--- config.mk ---
export PLATFORM = sky130hd
export DESIGN_NAME = ata_idgeo
export DESIGN_NICKNAME = d
export VERILOG_FILES = /design/src/core/ata_idgeo_pkg.sv /design/src/core/ata_idgeo.sv
export SDC_FILE = /design/constraint.sdc
export NUM_CORES = 1
export LEC_CHECK = 0
export ABC_CLOCK_PERIOD_IN_PS = 6000
export BUFFER_PORTS_ARGS = -buffer_cell sky130_fd_sc_hd__buf_2
export CELL_PAD_IN_SITES_DETAIL_PLACEMENT = 0
export CELL_PAD_IN_SITES_GLOBAL_PLACEMENT = 1
export CORE_ASPECT_RATIO = 1.75
export CORE_MARGIN = 2
export CORE_UTILIZATION = 30
export DETAILED_ROUTE_END_ITERATION = 8
export GPL_TIMING_DRIVEN = 0
export PLACE_DENSITY_LB_ADDON = 0.05
export SYNTH_ARGS = -nofsm -noshare
export SYNTH_HDL_FRONTEND = slang
export SYNTH_SLANG_ARGS = --single-unit
--- constraint.sdc ---
create_clock -name sys_clk -period 6 [get_ports sys_clk]
set_clock_uncertainty 0.1 [all_clocks]
set_input_delay 0.3 -clock sys_clk [delete_from_list [all_inputs] [get_ports sys_clk]]
set_output_delay 0.3 -clock sys_clk [all_outputs]
set_load 0.05 [all_outputs]
--- src/core/ata_idgeo_pkg.sv ---
/*
 * Package for the identification and geometry command block.
 * Holds register offsets, field positions, reset values, command codes
 * and the state encoding. Assumes a 32-bit APB bus with byte addresses.
 */
package ata_idgeo_pkg;

    // Register byte offsets
    localparam logic [7:0]  OFS_DATA      = 8'h00;
    localparam logic [7:0]  OFS_ID_INDEX  = 8'h04;
    localparam logic [7:0]  OFS_SECT_CNT  = 8'h08;
    localparam logic [7:0]  OFS_DRV_HEAD  = 8'h0C;
    localparam logic [7:0]  OFS_COMMAND   = 8'h10;
    localparam logic [7:0]  OFS_STATUS    = 8'h14;
    localparam logic [7:0]  OFS_ERROR     = 8'h18;
    localparam logic [7:0]  OFS_FEAT_EN   = 8'h1C;
    localparam logic [7:0]  OFS_CONFIG    = 8'h20;
    localparam logic [7:0]  OFS_SECURITY  = 8'h24;
    localparam logic [7:0]  OFS_GEOMETRY  = 8'h28;

    // Command codes
    localparam logic [7:0]  CMD_INIT_PARAMS = 8'h91;
    localparam logic [7:0]  CMD_RECAL       = 8'h10;

    // Status and error bit positions
    localparam int          ST_BIT_BSY  = 7;
    localparam int          ST_BIT_DRDY = 6;
    localparam int          ST_BIT_ERR  = 0;
    localparam int          ER_BIT_TK0  = 1;
    localparam int          ER_BIT_ABRT = 2;

    // Configuration register fields
    localparam int          CFG_BIT_UCODE   = 0;
    localparam int          CFG_UDMA_LO     = 1;
    localparam int          CFG_BIT_UDMA_OK = 3;
    localparam int          CFG_BIT_NOSPIN  = 4;

    // Identification word numbers and fixed fields
    localparam logic [7:0]  W_VALID53 = 8'd53;
    localparam logic [7:0]  W_CMDSUP  = 8'd83;
    localparam logic [7:0]  W_CMDEXT  = 8'd84;
    localparam logic [7:0]  W_CMDEN   = 8'd85;
    localparam logic [7:0]  W_CMDEN2  = 8'd86;
    localparam logic [7:0]  W_CMDEN3  = 8'd87;
    localparam logic [7:0]  W_UDMA    = 8'd88;
    localparam logic [7:0]  W_SECUR   = 8'd128;
    localparam logic [7:0]  W_SPINUP  = 8'd131;
    localparam logic [15:0] SIG_PATTERN   = 16'h4000;
    localparam int          UDMA_SEL_LO   = 8;
    localparam logic [2:0]  UDMA_SUPPORT  = 3'h7;
    localparam logic [1:0]  UDMA_MAX_MODE = 2'h2;
    localparam logic [15:0] SEC_MASK      = 16'h011F;
    localparam int          W53_BIT_UDMA  = 2;

    // Reset values and limits
    localparam logic [15:0] FEAT_EN_RST  = 16'h0000;
    localparam logic [7:0]  CONFIG_RST   = 8'h00;
    localparam logic [15:0] SEC_RST      = 16'h0000;
    localparam logic [15:0] CYL_LIMIT    = 16'hFFFF;
    localparam logic [4:0]  DIV_STEPS    = 5'd27;

    typedef enum logic [4:0] {
        S_IDLE = 5'b00001,
        S_DIV  = 5'b00010,
        S_SEEK = 5'b00100,
        S_DONE = 5'b01000,
        S_IRQ  = 5'b10000
    } fsm_t;

    typedef struct packed {
        logic [7:0]  paddr;
        logic        psel;
        logic        penable;
        logic        pwrite;
        logic [31:0] pwdata;
    } apb_req_t;

    typedef struct packed {
        logic [31:0] prdata;
        logic        pready;
        logic        pslverr;
    } apb_rsp_t;

    typedef struct packed {
        logic        done;
        logic        fail;
    } seek_rsp_t;

endpackage

--- src/core/ata_idgeo.sv ---
/*
 * Command logic for the upper identification words, the set-geometry
 * command and the recalibrate command of a parallel disk drive.
 * Assumes an APB master on sys_clk, and a seek engine on the same clock
 * that answers a seek request with a one-cycle done pulse.
 */
// The APB slave port and the register addresses were chosen for this implementation.
`timescale 1ns/10ps
`default_nettype none

module ata_idgeo
    import ata_idgeo_pkg::*;
#(
    parameter logic [27:0] CAPACITY = 28'h0100000
) (
    input  wire logic      sys_clk,
    input  wire logic      reset,
    input  wire apb_req_t  apb_req,
    output apb_rsp_t       apb_rsp,
    output logic           intrq,
    output logic           busy,
    output logic           seek_req,
    output logic [15:0]    seek_cyl,
    input  wire seek_rsp_t seek_rsp
);

    // All state of the block in one record
    typedef struct packed {
        fsm_t        fsm;
        logic        bsy;
        logic        err;
        logic        intrq;
        logic [7:0]  err_reg;
        logic [7:0]  idx;
        logic [7:0]  sect_cnt;
        logic [7:0]  drv_head;
        logic [15:0] feat_en;
        logic [7:0]  config_r;
        logic [15:0] secur;
        logic [7:0]  geo_spt;
        logic [3:0]  geo_hd;
        logic [15:0] cyl;
        logic [13:0] rem;
        logic [27:0] quo;
        logic [13:0] dvs;
        logic [4:0]  cnt;
        logic        seek_req;
        logic [15:0] seek_cyl;
        apb_rsp_t    rsp;
    } state_t;

    // Registered state and its next value
    state_t st_r;
    state_t st_nxt;

    // Bus phase decode and divider datapath
    logic        acc_done;
    logic        wr_done;
    logic        rd_done;
    logic        setup;
    logic [15:0] id_word;
    logic [1:0]  udma_mode;
    logic        udma_ok;
    logic [13:0] trial;
    logic        fits;
    logic [12:0] divisor;

    // A transfer completes at the edge where pready is seen with the access phase
    assign setup    = apb_req.psel && !apb_req.penable;
    assign acc_done = apb_req.psel && apb_req.penable && st_r.rsp.pready;
    assign wr_done  = acc_done && apb_req.pwrite;
    assign rd_done  = acc_done && !apb_req.pwrite;

    // A stale mode above 2 must not light a reserved select bit
    assign udma_mode = st_r.config_r[CFG_UDMA_LO +: 2];
    assign udma_ok   = st_r.config_r[CFG_BIT_UDMA_OK] && (udma_mode <= UDMA_MAX_MODE);

    // Sectors per track times head count; the field holds heads minus one
    assign divisor = 13'(st_r.sect_cnt * ({1'b0, st_r.drv_head[3:0]} + 5'd1));

    // Cylinders are capacity over sectors times heads; the host waits on busy,
    // so a slow bit-serial quotient costs nothing visible
    // One restoring-division step per cycle keeps the multiplier count at one
    assign trial = {st_r.rem[12:0], st_r.quo[27]};
    assign fits  = (trial >= st_r.dvs);

    // Identification word selected by the current index
    always_comb begin
        id_word = 16'h0000;
        case (st_r.idx)
            // Validity flag for the Ultra DMA word
            W_VALID53: begin
                id_word[W53_BIT_UDMA] = udma_ok;
            end

            // Supported sets: signature plus microcode support
            W_CMDSUP: begin
                id_word    = SIG_PATTERN;
                id_word[0] = st_r.config_r[CFG_BIT_UCODE];
            end

            // Extensions carry the signature only
            W_CMDEXT: begin
                id_word = SIG_PATTERN;
            end

            // Enabled features come straight from the host's register
            W_CMDEN: begin
                id_word = st_r.feat_en;
            end

            // Enabled sets: signature plus microcode support
            W_CMDEN2: begin
                id_word    = SIG_PATTERN;
                id_word[0] = st_r.config_r[CFG_BIT_UCODE];
            end

            // Third enabled word carries the signature only
            W_CMDEN3: begin
                id_word = SIG_PATTERN;
            end

            // Support bits are fixed; one select bit only while valid
            W_UDMA: begin
                id_word[2:0] = UDMA_SUPPORT;
                if (udma_ok) begin
                    id_word[UDMA_SEL_LO + 32'(udma_mode)] = 1'b1;
                end
            end

            // Security status, reserved bits masked off
            W_SECUR: begin
                id_word = st_r.secur & SEC_MASK;
            end

            // Spin-up bit reads low while skipping spin-up is enabled
            W_SPINUP: begin
                id_word[0] = !st_r.config_r[CFG_BIT_NOSPIN];
            end

            // Reserved and vendor words stay zero
            default: begin
                id_word = 16'h0000;
            end
        endcase
    end

    // Next-state logic: bus slave, command sequencer and divider
    always_comb begin
        // Hold everything by default; the bus answer is a one-cycle pulse
        st_nxt = st_r;
        st_nxt.rsp.pready  = 1'b0;
        st_nxt.rsp.pslverr = 1'b0;

        // Answer in the first access cycle; read data is prepared at setup
        if (setup) begin
            st_nxt.rsp.pready = 1'b1;
            st_nxt.rsp.prdata = 32'h00000000;
            case (apb_req.paddr)
                OFS_DATA:     st_nxt.rsp.prdata = {16'h0000, id_word};
                OFS_ID_INDEX: st_nxt.rsp.prdata = {24'h000000, st_r.idx};
                OFS_SECT_CNT: st_nxt.rsp.prdata = {24'h000000, st_r.sect_cnt};
                OFS_DRV_HEAD: st_nxt.rsp.prdata = {24'h000000, st_r.drv_head};
                OFS_COMMAND:  st_nxt.rsp.prdata = 32'h00000000;
                OFS_STATUS: begin
                    st_nxt.rsp.prdata[ST_BIT_BSY]  = st_r.bsy;
                    st_nxt.rsp.prdata[ST_BIT_DRDY] = !st_r.bsy;
                    st_nxt.rsp.prdata[ST_BIT_ERR]  = st_r.err;
                end
                OFS_ERROR:    st_nxt.rsp.prdata = {24'h000000, st_r.err_reg};
                OFS_FEAT_EN:  st_nxt.rsp.prdata = {16'h0000, st_r.feat_en};
                OFS_CONFIG:   st_nxt.rsp.prdata = {24'h000000, st_r.config_r};
                OFS_SECURITY: st_nxt.rsp.prdata = {16'h0000, st_r.secur & SEC_MASK};
                OFS_GEOMETRY: st_nxt.rsp.prdata = {4'h0, st_r.geo_hd, st_r.geo_spt, st_r.cyl};
                default:      st_nxt.rsp.pslverr = 1'b1;
            endcase
        end

        // Reading the data port steps through the 256 words, wrapping
        if (rd_done && apb_req.paddr == OFS_DATA) begin
            st_nxt.idx = st_r.idx + 8'd1;
        end

        // Reading status acknowledges the interrupt request
        if (rd_done && apb_req.paddr == OFS_STATUS) begin
            st_nxt.intrq = 1'b0;
        end

        // Task-file writes; the loaded values are the host's to choose
        if (wr_done) begin
            case (apb_req.paddr)
                OFS_ID_INDEX: st_nxt.idx      = apb_req.pwdata[7:0];
                OFS_SECT_CNT: st_nxt.sect_cnt = apb_req.pwdata[7:0];
                OFS_DRV_HEAD: st_nxt.drv_head = apb_req.pwdata[7:0];
                OFS_FEAT_EN:  st_nxt.feat_en  = apb_req.pwdata[15:0];
                OFS_CONFIG:   st_nxt.config_r = apb_req.pwdata[7:0];
                OFS_SECURITY: st_nxt.secur    = apb_req.pwdata[15:0] & SEC_MASK;
                default: begin
                end
            endcase
        end

        case (st_r.fsm)
            S_IDLE: begin
                // A command written while busy is dropped, as on a real drive
                if (wr_done && apb_req.paddr == OFS_COMMAND) begin
                    st_nxt.err     = 1'b0;
                    st_nxt.err_reg = 8'h00;
                    st_nxt.intrq   = 1'b0;
                    // Geometry is latched now; later task-file writes cannot disturb it
                    if (apb_req.pwdata[7:0] == CMD_INIT_PARAMS) begin
                        st_nxt.bsy     = 1'b1;
                        st_nxt.geo_spt = st_r.sect_cnt;
                        st_nxt.geo_hd  = st_r.drv_head[3:0];
                        st_nxt.dvs     = {1'b0, divisor};
                        st_nxt.quo     = CAPACITY;
                        st_nxt.rem     = 14'h0000;
                        st_nxt.cnt     = DIV_STEPS;
                        st_nxt.fsm     = S_DIV;
                    end else if (apb_req.pwdata[7:0] == CMD_RECAL) begin
                        st_nxt.bsy      = 1'b1;
                        st_nxt.seek_req = 1'b1;
                        st_nxt.seek_cyl = 16'h0000; // Always cylinder zero
                        st_nxt.fsm      = S_SEEK;
                    end else begin
                        // Unknown opcode: abort with no busy phase
                        st_nxt.err                  = 1'b1;
                        st_nxt.err_reg[ER_BIT_ABRT] = 1'b1;
                        st_nxt.fsm                  = S_IRQ;
                    end
                end
            end

            // Shift one quotient bit per cycle; 28 steps cover the capacity width
            S_DIV: begin
                st_nxt.quo = {st_r.quo[26:0], fits};
                st_nxt.rem = fits ? (trial - st_r.dvs) : trial;
                st_nxt.cnt = st_r.cnt - 5'd1;
                if (st_r.cnt == 5'd0) begin
                    // A zero divisor is not rejected; it yields the clamp value
                    if (st_r.dvs == 14'h0000 || st_nxt.quo[27:16] != 12'h000) begin
                        st_nxt.cyl = CYL_LIMIT;
                    end else begin
                        st_nxt.cyl = st_nxt.quo[15:0];
                    end
                    st_nxt.fsm = S_DONE;
                end
            end

            S_SEEK: begin
                // Hold the request until the seek engine reports back
                if (seek_rsp.done) begin
                    st_nxt.seek_req = 1'b0;
                    if (seek_rsp.fail) begin
                        st_nxt.err                 = 1'b1;
                        st_nxt.err_reg[ER_BIT_TK0] = 1'b1;
                    end
                    st_nxt.fsm = S_DONE;
                end
            end

            // Drop busy one cycle before raising the interrupt
            S_DONE: begin
                st_nxt.bsy = 1'b0;
                st_nxt.fsm = S_IRQ;
            end

            S_IRQ: begin
                // Set wins over a status read in the same cycle
                st_nxt.bsy   = 1'b0;
                st_nxt.intrq = 1'b1;
                st_nxt.fsm   = S_IDLE;
            end

            // Illegal one-hot code: park idle with busy and the seek request cleared
            default: begin
                st_nxt.fsm      = S_IDLE;
                st_nxt.bsy      = 1'b0;
                st_nxt.seek_req = 1'b0;
            end
        endcase
    end

    // State register
    always_ff @(posedge sys_clk or posedge reset) begin
        if (reset) begin
            st_r.fsm      <= S_IDLE;
            st_r.bsy      <= 1'b0;
            st_r.err      <= 1'b0;
            st_r.intrq    <= 1'b0;
            st_r.err_reg  <= 8'h00;
            st_r.idx      <= 8'h00;
            st_r.sect_cnt <= 8'h00;
            st_r.drv_head <= 8'h00;
            st_r.feat_en  <= FEAT_EN_RST;
            st_r.config_r <= CONFIG_RST;
            st_r.secur    <= SEC_RST;
            st_r.geo_spt  <= 8'h00;
            st_r.geo_hd   <= 4'h0;
            st_r.cyl      <= 16'h0000;
            st_r.rem      <= 14'h0000;
            st_r.quo      <= 28'h0000000;
            st_r.dvs      <= 14'h0000;
            st_r.cnt      <= 5'h00;
            st_r.seek_req <= 1'b0;
            st_r.seek_cyl <= 16'h0000;
            st_r.rsp      <= '0;
        end else begin
            st_r <= st_nxt;
        end
    end

    // Outputs come straight from the state register
    assign apb_rsp  = st_r.rsp;
    assign intrq    = st_r.intrq;
    assign busy     = st_r.bsy;
    assign seek_req = st_r.seek_req;
    assign seek_cyl = st_r.seek_cyl;

endmodule

`default_nettype wire

==> qor.yml, run 1 <==
crit_chain: "ha_1, xor2_1, and2_1, fa_1, fa_1, inv_1, fa_1, inv_1, ha_1, and3_1, a221o_1, o41ai_1, o21ai_0, xnor2_1, o21ai_0"
crit_path_frequent_cell: "fa_1"
cts_inserted_buffers: 17
cts_htree_levels: 4
die_area_um2: 36700
gp_congestion: 0.927
cp.required_ns: 6.21
synth_compound_area_share_pct: 12.9
coreArea_um2: 34600
fin_cells: 1686
cts_tree: "yes"
drv_slew: 0
nFillCells: 3689
synth-xor-area-share_pct: 2.41
fin_hold_ws_ns: 0.101
clock-sinks: 182
vias_per_cell: 4.93
powerDensity_nw_per_um2: 208
grt_pass1_wl_um: 51900
netlist_instances: 1103
dp.cells: 1645
async_flop_share_pct: 100
drt-total-wl_um: 33200
grt_usage_pct: 18.6
finalCriticalPeriod_ns: 5.22
cp-end-kind: "flip-flop"
yosys_warnings: 0
synthTopCellsByArea: "dfrtp_1 43%, nand2_1 6.6%, mux2_2 5.6%, ha_1 4.9%, fa_1 3.6%"
max_slew.worst_pin.slew_ns: 1.35
antenna_found_initial: 2
status: "complete, no violations"
path_max_fanout: 8
timing.final.ws_setup_ns: 0.783
max_slew_margin_pct: 9.19
netlist_area_um2: 10500
synth_cell_types: 72
path_class: "flip-flop to flip-flop"
dp_hpwl_um: 25600
rsz0062_at_grt: "no"
post_synth.cell_area_avg_um2: 9.56
area_delta_synth_final_pct: 15.7
synth_top_family_by_area: "simple AND/OR/NAND/NOR gates"
vias: 8307
worst_hold_path_type: "primary input to flip-flop"
vdd_drop_max_mv: 0.188
cts_root_buf: "clkbuf_16"
maxCapViolCount: 0
final_cell_mix: "186 x nand2_1, 181 x dfrtp_1, 70 x buf_2"
grt_pass1_vias: 8644
critical_path_buf_inv_count: 2
setup_tns_ns: 0
ant_nets: 0
grt-ovfl-total: 0
power.leakage_nw: 5.64
dr.pass1.iters: 5
ff2ff_setup_slack_ns: 0.78
path_clk_slew_ns: 0.07
critical-path-max-stage-delay_ns: 0.55
cts_repair_resize_count: 0
grt_max_degree: 95
die_w_um: 146
synth_top_area_share_pct: 43.0
cp.arrival_ns: 5.43
synthAdderAreaFrac_pct: 8.48
synthMuxAreaShare_pct: 6.32
ys_seq_elements: 182
rows: 90
cts_buffer_depth: 2
drc: 0
crit_family: "adder cells"
n_antenna_cell: 0
synth-simple-area-share_pct: 19.5
synth-main-ff-cell: "dfrtp_1"
yosysSeqAreaShare_pct: 43.2
initial_core_util_pct: 30.5
drt_iter0_drc: 429
setup_violations: 0
nets: 1321
cp_slowest_cell: "fa_1"
die_h_um: 252
synth_top_area_cell: "dfrtp_1"
worst_setup_path_start_kind: "flip-flop"
hold_violations: 0
io_pins: 100
clk_latency_ns: 0.45
fmax_mhz: 192
synth-edff-count: 0
layout_commonest_cell: "nand2_1"
fin_crit_sh_pct: 87.0
portBuffers: 61
wl_per_cell_um: 19.7
dp_slack_ns: 0.655
drive_gt1_share_pct: 17.6
flip-flops by register name, indices dropped and copies added, names as in the netlist:
name      count
st_r        149
busy          1
intrq         1
seek_req      1
apb_rsp      30
kinds of logic (layout without fill, tap and decap cells):
| group | Yosys count | after routing |
|---|---|---|
| AOI/OAI and AO/OA | 205 | 205 |
| xor gates and xnor gates | 29 | 29 |
| adders and majority gates | 60 | 60 |
| buffers and inverters | 145 | 249 |
| DFF | 182 | 182 |
| muxes | 60 | 60 |
| other | 1 | 20 |
| and+or+nand+nor | 421 | 421 |
what timing repair did:
action | CTS | global route
hold buffers | 9 | 0
setup buffers | 0 | 0
endpoints found under the hold margin | 96 | 0
worst min-delay path, cell delays in order:
cell	delay, ns
buf_2	0.16
nand2_1	0.07
o21ai_0	0.07
worst paths after layout:
path                                   from           to  depth (start not counted)
worst max-delay path              st_r[181]     st_r[67]                         15
worst min-delay path             apb_req[0]    st_r[196]                          3
worst max register to register    st_r[181]     st_r[67]                         15
worst min register to register  apb_rsp[20]  apb_rsp[20]                          2
max in group asynchronous             reset    st_r[198]                          4
min in group asynchronous             reset  apb_rsp[12]                          3
synthesized netlist by cell type, drive strengths merged (14+ instances only):
| master | count |
|---|---|
| a21oi | 31 |
| a22oi | 20 |
| and2 | 25 |
| buf | 62 |
| clkbuf | 37 |
| dfrtp | 181 |
| fa | 19 |
| ha | 41 |
| inv | 46 |
| mux2 | 52 |
| nand2 | 186 |
| nand2b | 15 |
| nand3 | 48 |
| nor2 | 49 |
| nor2b | 18 |
| nor4 | 14 |
| o21ai | 65 |
| o22a | 16 |
| xnor2 | 14 |
| xor2 | 15 |
through the flow:
stage / power (W) / util (%) / area, µm²
3_5_place_dp: 0.00144 / 33.4 / 11500
4_1_cts: 0.00258 / 35.2 / 12200
3_3_place_gp: 0.00143 / 33.2 / 11500
6_report: 0.00253 / 35.3 / 12200
5_1_grt: 0.00264 / 35.3 / 12200
2_1_floorplan: 0.00138 / - / 10600
cell type report:
type	instances	area [µm²]	area share, %
well taps	460	576	4.72
clock inverters	11	115	0.944
plain buffers	99	577	4.73
clock buffers	20	447	3.66
repair buffers	73	433	3.55
flip-flops and latches	182	4560	37.4
inverters	46	180	1.48
multi-input cells	795	5310	43.5
where the power goes:
group	internal, W	switching [W]
combinational	0.0000466	0.000128
sequential	0.00123	0.00000578
clock	0.000591	0.000527
per-layer routing:
layer / vias to the layer above / GRT usage (%) / wire length [µm]
met5: - / 0 / 27
met3: 56 / 2.98 / 896
li1: 4027 / - / -
met4: 4 / 8.96 / 1450
met2: 149 / 35.4 / 18100
met1: 4071 / 19.8 / 12700
Power figures use the tool's default switching activity.
==> run 2, diff against run 1 <==
BUFFER_PORTS_ARGS = -buffer_cell sky130_fd_sc_hd__buf_4   (was -buffer_cell sky130_fd_sc_hd__buf_2)
==> run 2 against run 1 <==
  * Total power decreased by 0.45%
  * Worst setup slack got worse by 0.077 ns
  * Register-to-register slack got worse by 0.08 ns
  * Sequential power about the same
  * Via count increased by 0.52%
  * Die area unchanged
  * Core utilization increased by 0.42 points
  * Sequential share of layout area decreased by 0.44 points
  * Critical path depth unchanged
  * Cell count unchanged
  * Final area increased by 1.2%
  * First-iteration DRC count decreased by 17%
  * Critical path type unchanged
==> qor.yml, run 2 (synthesis gave the netlist of run 1 again) <==
status: "complete, no violations"
portBuffers: 61  # unchanged
io_pins: 100  # unchanged
critical-path-max-stage-delay_ns: 0.54  # about the same
die_area_um2: 36700  # unchanged
coreArea_um2: 34600  # unchanged
max_slew_margin_pct: 7.75  # -1.4 points
cts_inserted_buffers: 17  # unchanged
power.leakage_nw: 5.67  # +0.56%
r2r_start: "st_r[181]"
worst_setup_path_start_kind: "flip-flop"
dr.pass1.iters: 4  # -1
gp_congestion: 0.922  # -0.60%
seqPwrFrac_pct: 49.2  # +0.3 points
fmax_mhz: 189  # -1.5%
vias: 8350  # +0.52%
sw_frac_of_total_pct: 26.1  # -0.033 points
cp_slowest_cell: "xor2_1"
grt_usage_pct: 18.7  # +0.085 points
cts_tree: "yes"
p_switching_w: 0.000657  # -0.58%
drv_slew: 0  # unchanged
cts_htree_levels: 4  # unchanged
max_slew.worst_pin.slew_ns: 1.37  # +0.0214 ns
postCtsSetupRepairBufs: 0  # unchanged
crit_chain: "ha_1, xor2_1, and2_1, fa_1, fa_1, inv_1, fa_1, inv_1, ha_1, and3_1, a221o_1, o41ai_1, o21ai_0, xnor2_1, o21ai_0"
area_delta_synth_final_pct: 17.0
die_h_um: 252  # unchanged
drive_gt1_share_pct: 17.6  # unchanged
startpoint: "st_r[181]"
register_area_um2: 4560  # unchanged
rsz0062_at_grt: "no"
initial_core_util_pct: 30.5  # unchanged
wl_per_cell_um: 19.6  # -0.48%
cts_root_buf: "clkbuf_16"
fin_crit_sh_pct: 88.2  # +1.3 points
die_w_um: 146  # unchanged
final_cell_mix: "186 x nand2_1, 181 x dfrtp_1, 111 x buf_4"
worst_hold_path_type: "primary input to flip-flop"
cp-end-kind: "flip-flop"
clk_latency_ns: 0.44  # about the same
path_max_fanout: 8  # unchanged
n_antenna_cell: 0  # unchanged
path_clk_slew_ns: 0.07  # about the same
timing.final.ws_setup_ns: 0.706  # -0.0772 ns
fin_hold_ws_ns: 0.0526  # -0.0482 ns
clock-sinks: 182  # unchanged
finalCriticalPeriod_ns: 5.29  # +0.0772 ns
cts_buffer_depth: 2  # unchanged
max_flop_register: "st_r"
vias_per_cell: 4.95  # +0.52%
drt_iter0_drc: 356  # -17%
vdd_drop_max_mv: 0.180  # -4.3%
p_clk_share_pct: 43.6  # -0.6 points
maxCapViolCount: 0  # unchanged
dp_hpwl_um: 25600  # -0.23%
nFillCells: 3605  # -2.3%
power.internal_w: 0.00186  # -0.41%
antenna_found_initial: 0  # -2
hold_start: "apb_req[0]"
cts_repair_resize_count: 0  # unchanged
powerDensity_nw_per_um2: 204  # -1.6%
grt-ovfl-total: 0  # unchanged
total_power_w: 0.00252  # -0.45%
ant_nets: 0  # unchanged
setup_violations: 0  # unchanged
drt-total-wl_um: 33000  # -0.48%
grt_pass1_wl_um: 52400  # +0.94%
nets: 1320  # -0.076%
path_class: "flip-flop to flip-flop"
grt_pass1_vias: 8900  # +3.0%
hold_violations: 0  # unchanged
cp.required_ns: 6.22  # about the same
comb_power_share_pct: 7.3  # +0.4 points
crit_path_frequent_cell: "fa_1"
multi_input_area_um2: 5310  # unchanged
drc: 0  # unchanged
cp.arrival_ns: 5.51  # +0.08 ns
dp_slack_ns: 0.612  # -0.0434 ns
layout_commonest_cell: "nand2_1"
largest_reg_flops: 149  # unchanged
grt_max_degree: 113  # +19%
rows: 90  # unchanged
[run 2: cell count changes in the layout (fill, tap and decap cells not counted), sizes merged]
| cell | previous run | this run |
|---|---|---|
| bufinv | 1 | 0 |
| clkbuf | 58 | 59 |
| clkinv | 2 | 3 |
| clkinvlp | 3 | 1 |
| inv | 51 | 52 |
[run 2: critical path: cells and delay by family, from the launching register on]
family | cells | cell delay (ns)
buf+inv | 2 | 0.10
simple gates | 2 | 0.42
flops | 1 | 0.49
fa+ha+maj | 5 | 2.10
compound gates | 4 | 1.18
xor+xnor | 2 | 0.78
[run 2: final timing paths]
check                               to  slack, ns  depth (start not counted)
setup / recovery              st_r[67]       0.71                         15
hold / removal               st_r[196]       0.05                          3
setup reg to reg              st_r[67]       0.71                         15
hold reg to reg              st_r[138]       0.37                          2
max in group asynchronous    st_r[138]       4.45                          4
min in group asynchronous  apb_rsp[12]       0.37                          3
[run 2: area by class of cell]
type | instances | area share [%]
plain buffers | 99 | 4.68
clock buffers | 22 | 3.84
clock inverters | 10 | 0.680
inverters | 46 | 1.46
multi-input cells | 795 | 43.0
flip-flops and latches | 182 | 36.9
well taps | 460 | 4.67
repair buffers | 72 | 4.71
[run 2: repair_timing]
item,4_1_cts,5_1_grt
hold endpoints to repair,79,0
hold buffers,9,0
endpoints found under the setup margin,0,0
[run 2: power groups by stage]
stage	sequential (W)	clock (W)	combinational (W)
CTS	0.00124	0.00114	0.000187
finish	0.00124	0.00110	0.000183
global placement	0.00126	0	0.000179
global route	0.00124	0.00119	0.000199
detailed placement	0.00126	0	0.000182
floorplan	0.00126	0	0.000116
[run 2: through the flow]
| stage | util (%) | TNS [ns] | std cells | cell area (µm²) |
|---|---|---|---|---|
| after floorplan | - | 0 | 1122 | 10600 |
| after global placement | 33.7 | -373.68 | 1643 | 11600 |
| after detailed placement | 33.8 | 0 | 1645 | 11700 |
| after CTS | 35.7 | 0 | 1686 | 12300 |
| after global routing | 35.7 | 0 | 1686 | 12300 |
| final | 35.7 | 0 | 1686 | 12300 |
[run 2: layer usage]
metal,routed length (µm),track usage (%),vias to the layer above
met5,0,0,-
met4,1580,9.38,0
met3,1020,2.97,65
met2,18200,35.5,160
met1,12300,19.8,4113
li1,-,-,4012
==> run 3, diff against run 2 <==
CTS_BUF_LIST = sky130_fd_sc_hd__clkbuf_8   (was not set)
GPL_TIMING_DRIVEN = 1   (was 0)
==> run 3 against run 2 <==
  * Routed wire length decreased by 1.9%
  * Combinational power decreased by 10%
  * Clock-buffer cell count decreased by 5
  * Sequential share of layout area increased by 1.8 points
  * Critical path depth unchanged
  * Clock power decreased by 21%
  * Maximum frequency increased by 1.0%
  * First-iteration DRC count decreased by 4.8%
  * Cell count decreased by 4.7%
  * Global-route usage decreased by 0.57 points
  * Largest power group unchanged
  * Highest routed layer unchanged
==> qor.yml, run 3 (synthesis gave the netlist of run 1 again) <==
drive_gt1_share_pct: 15.6  # -2.0 points
grt_max_degree: 83  # -27%
worst_hold_path_type: "primary input to flip-flop"
register_area_um2: 4560  # unchanged
clk_latency_ns: 0.49  # +0.05 ns
path_clk_slew_ns: 0.11  # +0.04 ns
drc: 0  # unchanged
drt-total-wl_um: 32400  # -1.9%
grt_usage_pct: 18.1  # -0.57 points
gp_congestion: 0.872  # -5.4%
critical-path-max-stage-delay_ns: 0.62  # +0.08 ns
max_slew_margin_pct: 28.4  # +21 points
worst_setup_path_start_kind: "flip-flop"
layout_commonest_cell: "nand2_1"
maxCapViolCount: 0  # unchanged
status: "complete, no violations"
dp_hpwl_um: 23900  # -6.6%
fmax_mhz: 191  # +1.0%
hold_violations: 0  # unchanged
cts_tree: "yes"
drt_iter0_drc: 339  # -4.8%
reg2reg_depth: 15  # unchanged
cp.required_ns: 6.25  # +0.03 ns
vias: 8094  # -3.1%
dr.pass1.iters: 4  # unchanged
wl_per_cell_um: 20.2  # +3.0%
nets: 1239  # -6.1%
postLayoutCoreUtil_pct: 34.0  # -1.6 points
io_pins: 100  # unchanged
setup_tns_ns: 0  # unchanged
cp_slowest_cell: "dfrtp_1"
finalCriticalPeriod_ns: 5.24  # -0.0528 ns
crit_chain: "ha_1, xor2_1, and2_1, fa_1, fa_1, inv_1, fa_1, inv_1, ha_1, and3_1, a221o_1, o41ai_1, o21ai_0, xnor2_1, o21ai_0"
vias_per_cell: 5.04  # +1.8%
powerDensity_nw_per_um2: 193  # -5.4%
die_area_um2: 36700  # unchanged
place_area_um2: 11200  # -3.7%
rows: 90  # unchanged
clock-sinks: 182  # unchanged
ff2ff_setup_slack_ns: 0.76  # +0.05 ns
vdd_drop_max_mv: 0.127  # -29%
fin_crit_sh_pct: 87.4  # -0.88 points
cts_htree_levels: 4  # unchanged
grt_pass1_vias: 8438  # -5.2%
rsz0062_at_grt: "no"
largest_reg_flops: 149  # unchanged
ant_nets: 0  # unchanged
timing.rr.end: "st_r[67]"
coreArea_um2: 34600  # unchanged
total_power_w: 0.00227  # -9.7%
die_h_um: 252  # unchanged
portBuffers: 63  # +3.3%
area_delta_synth_final_pct: 11.6
startpoint: "st_r[180]"
nFillCells: 3627  # +0.61%
cts_buffer_depth: 2  # unchanged
finalInstanceArea_um2: 11800  # -4.6%
final_cell_mix: "186 x nand2_1, 181 x dfrtp_1, 79 x buf_4"
grt_pass1_wl_um: 50700  # -3.4%
multi_input_area_um2: 5340  # +0.68%
die_w_um: 146  # unchanged
cts_inserted_buffers: 17  # unchanged
max_slew.worst_pin.slew_ns: 1.06  # -0.308 ns
r2r_start: "st_r[180]"
cp.arrival_ns: 5.49  # -0.02 ns
grt-ovfl-total: 0  # unchanged
crit_path_frequent_cell: "fa_1"
path_class: "flip-flop to flip-flop"
critPathCapture: "st_r[67]"
cts_root_buf: "clkbuf_8"
path_max_fanout: 13  # +5
initial_core_util_pct: 30.5  # unchanged
power.leakage_nw: 5.33  # -6.0%
setup_violations: 0  # unchanged
antenna_found_initial: 1  # +1
max_flop_register: "st_r"
drv_slew: 0  # unchanged
cp-end-kind: "flip-flop"
run 3: cell types whose count changed in the layout (fill, tap and decap cells not counted), moves of 2 or more:
cell / delta
clkbuf_16: -17
nor3_1: -2
clkbuf_8: +14
dlygate4sd3_1: +2
buf_4: -32
buf_1: -3
clkinv_8: +4
clkinvlp_4: +2
buf_2: -9
clkbuf_1: -39
run 3: worst min-delay path by stage:
stage | slack (ns) | to | cells after the start | startpoint
3_5_place_dp | 0.34 | apb_rsp[12] | 2 | reset
6_report | 0.05 | st_r[217] | 3 | seek_rsp[1]
5_1_grt | 0.03 | st_r[197] | 3 | apb_req[1]
4_1_cts | 0.0003 | st_r[201] | 3 | apb_req[5]
3_3_place_gp | 0.34 | apb_rsp[12] | 2 | reset
2_1_floorplan | 0.32 | st_r[196] | 2 | apb_req[0]
run 3: stage by stage:
step / instances / hold slack, ns / setup slack, ns
detailed placement: 1562 / 0.344 / 0.685
CTS: 1605 / 0.000305 / 0.651
global placement: 1562 / 0.341 / 0.673
global route: 1606 / 0.0254 / 0.353
finish: 1606 / 0.0481 / 0.758
floorplan: 1122 / 0.317 / 0.658
run 3: critical path: cells and delay by family (launching register included):
kind	cells	cell delay [ns]
fa+ha+maj	5	2.13
compound gates	4	1.09
xor+xnor	2	0.63
flops	1	0.62
simple gates	2	0.42
buf+inv	2	0.11
run 3: power breakdown:
part / switching, W / internal (W) / total (W) / leakage, nW
Sequential: 0.00000632 / 0.00123 / 0.00124 / 2.28
Clock: 0.000526 / 0.000345 / 0.000871 / 0.196
Combinational: 0.000124 / 0.0000398 / 0.000164 / 2.86
run 3: what timing repair did:
item,CTS,global route
resized for setup,0,0
endpoints found under the hold margin,90,0
setup buffers,0,0
setup endpoints to repair,0,0
hold buffers,11,0
run 3: routing by layer:
metal  up-vias  GRT usage [%]  share of wire [%]
met3        51           2.78                2.6
met4         0           8.91                4.9
met5         -              0                  0
met1      4044           20.4                 39
met2       153           33.2                 53
li1       3846              -                  -
run 3: cell type report:
class                      instances  area share, %
clock inverter                    15           1.45
antenna                            1         0.0213
tap                              460           4.89
clock buffer                      17           1.99
inverter                          46           1.53
multi-input combinational        795           45.4
timing repair buffer              90           5.98
sequential                       182           38.7
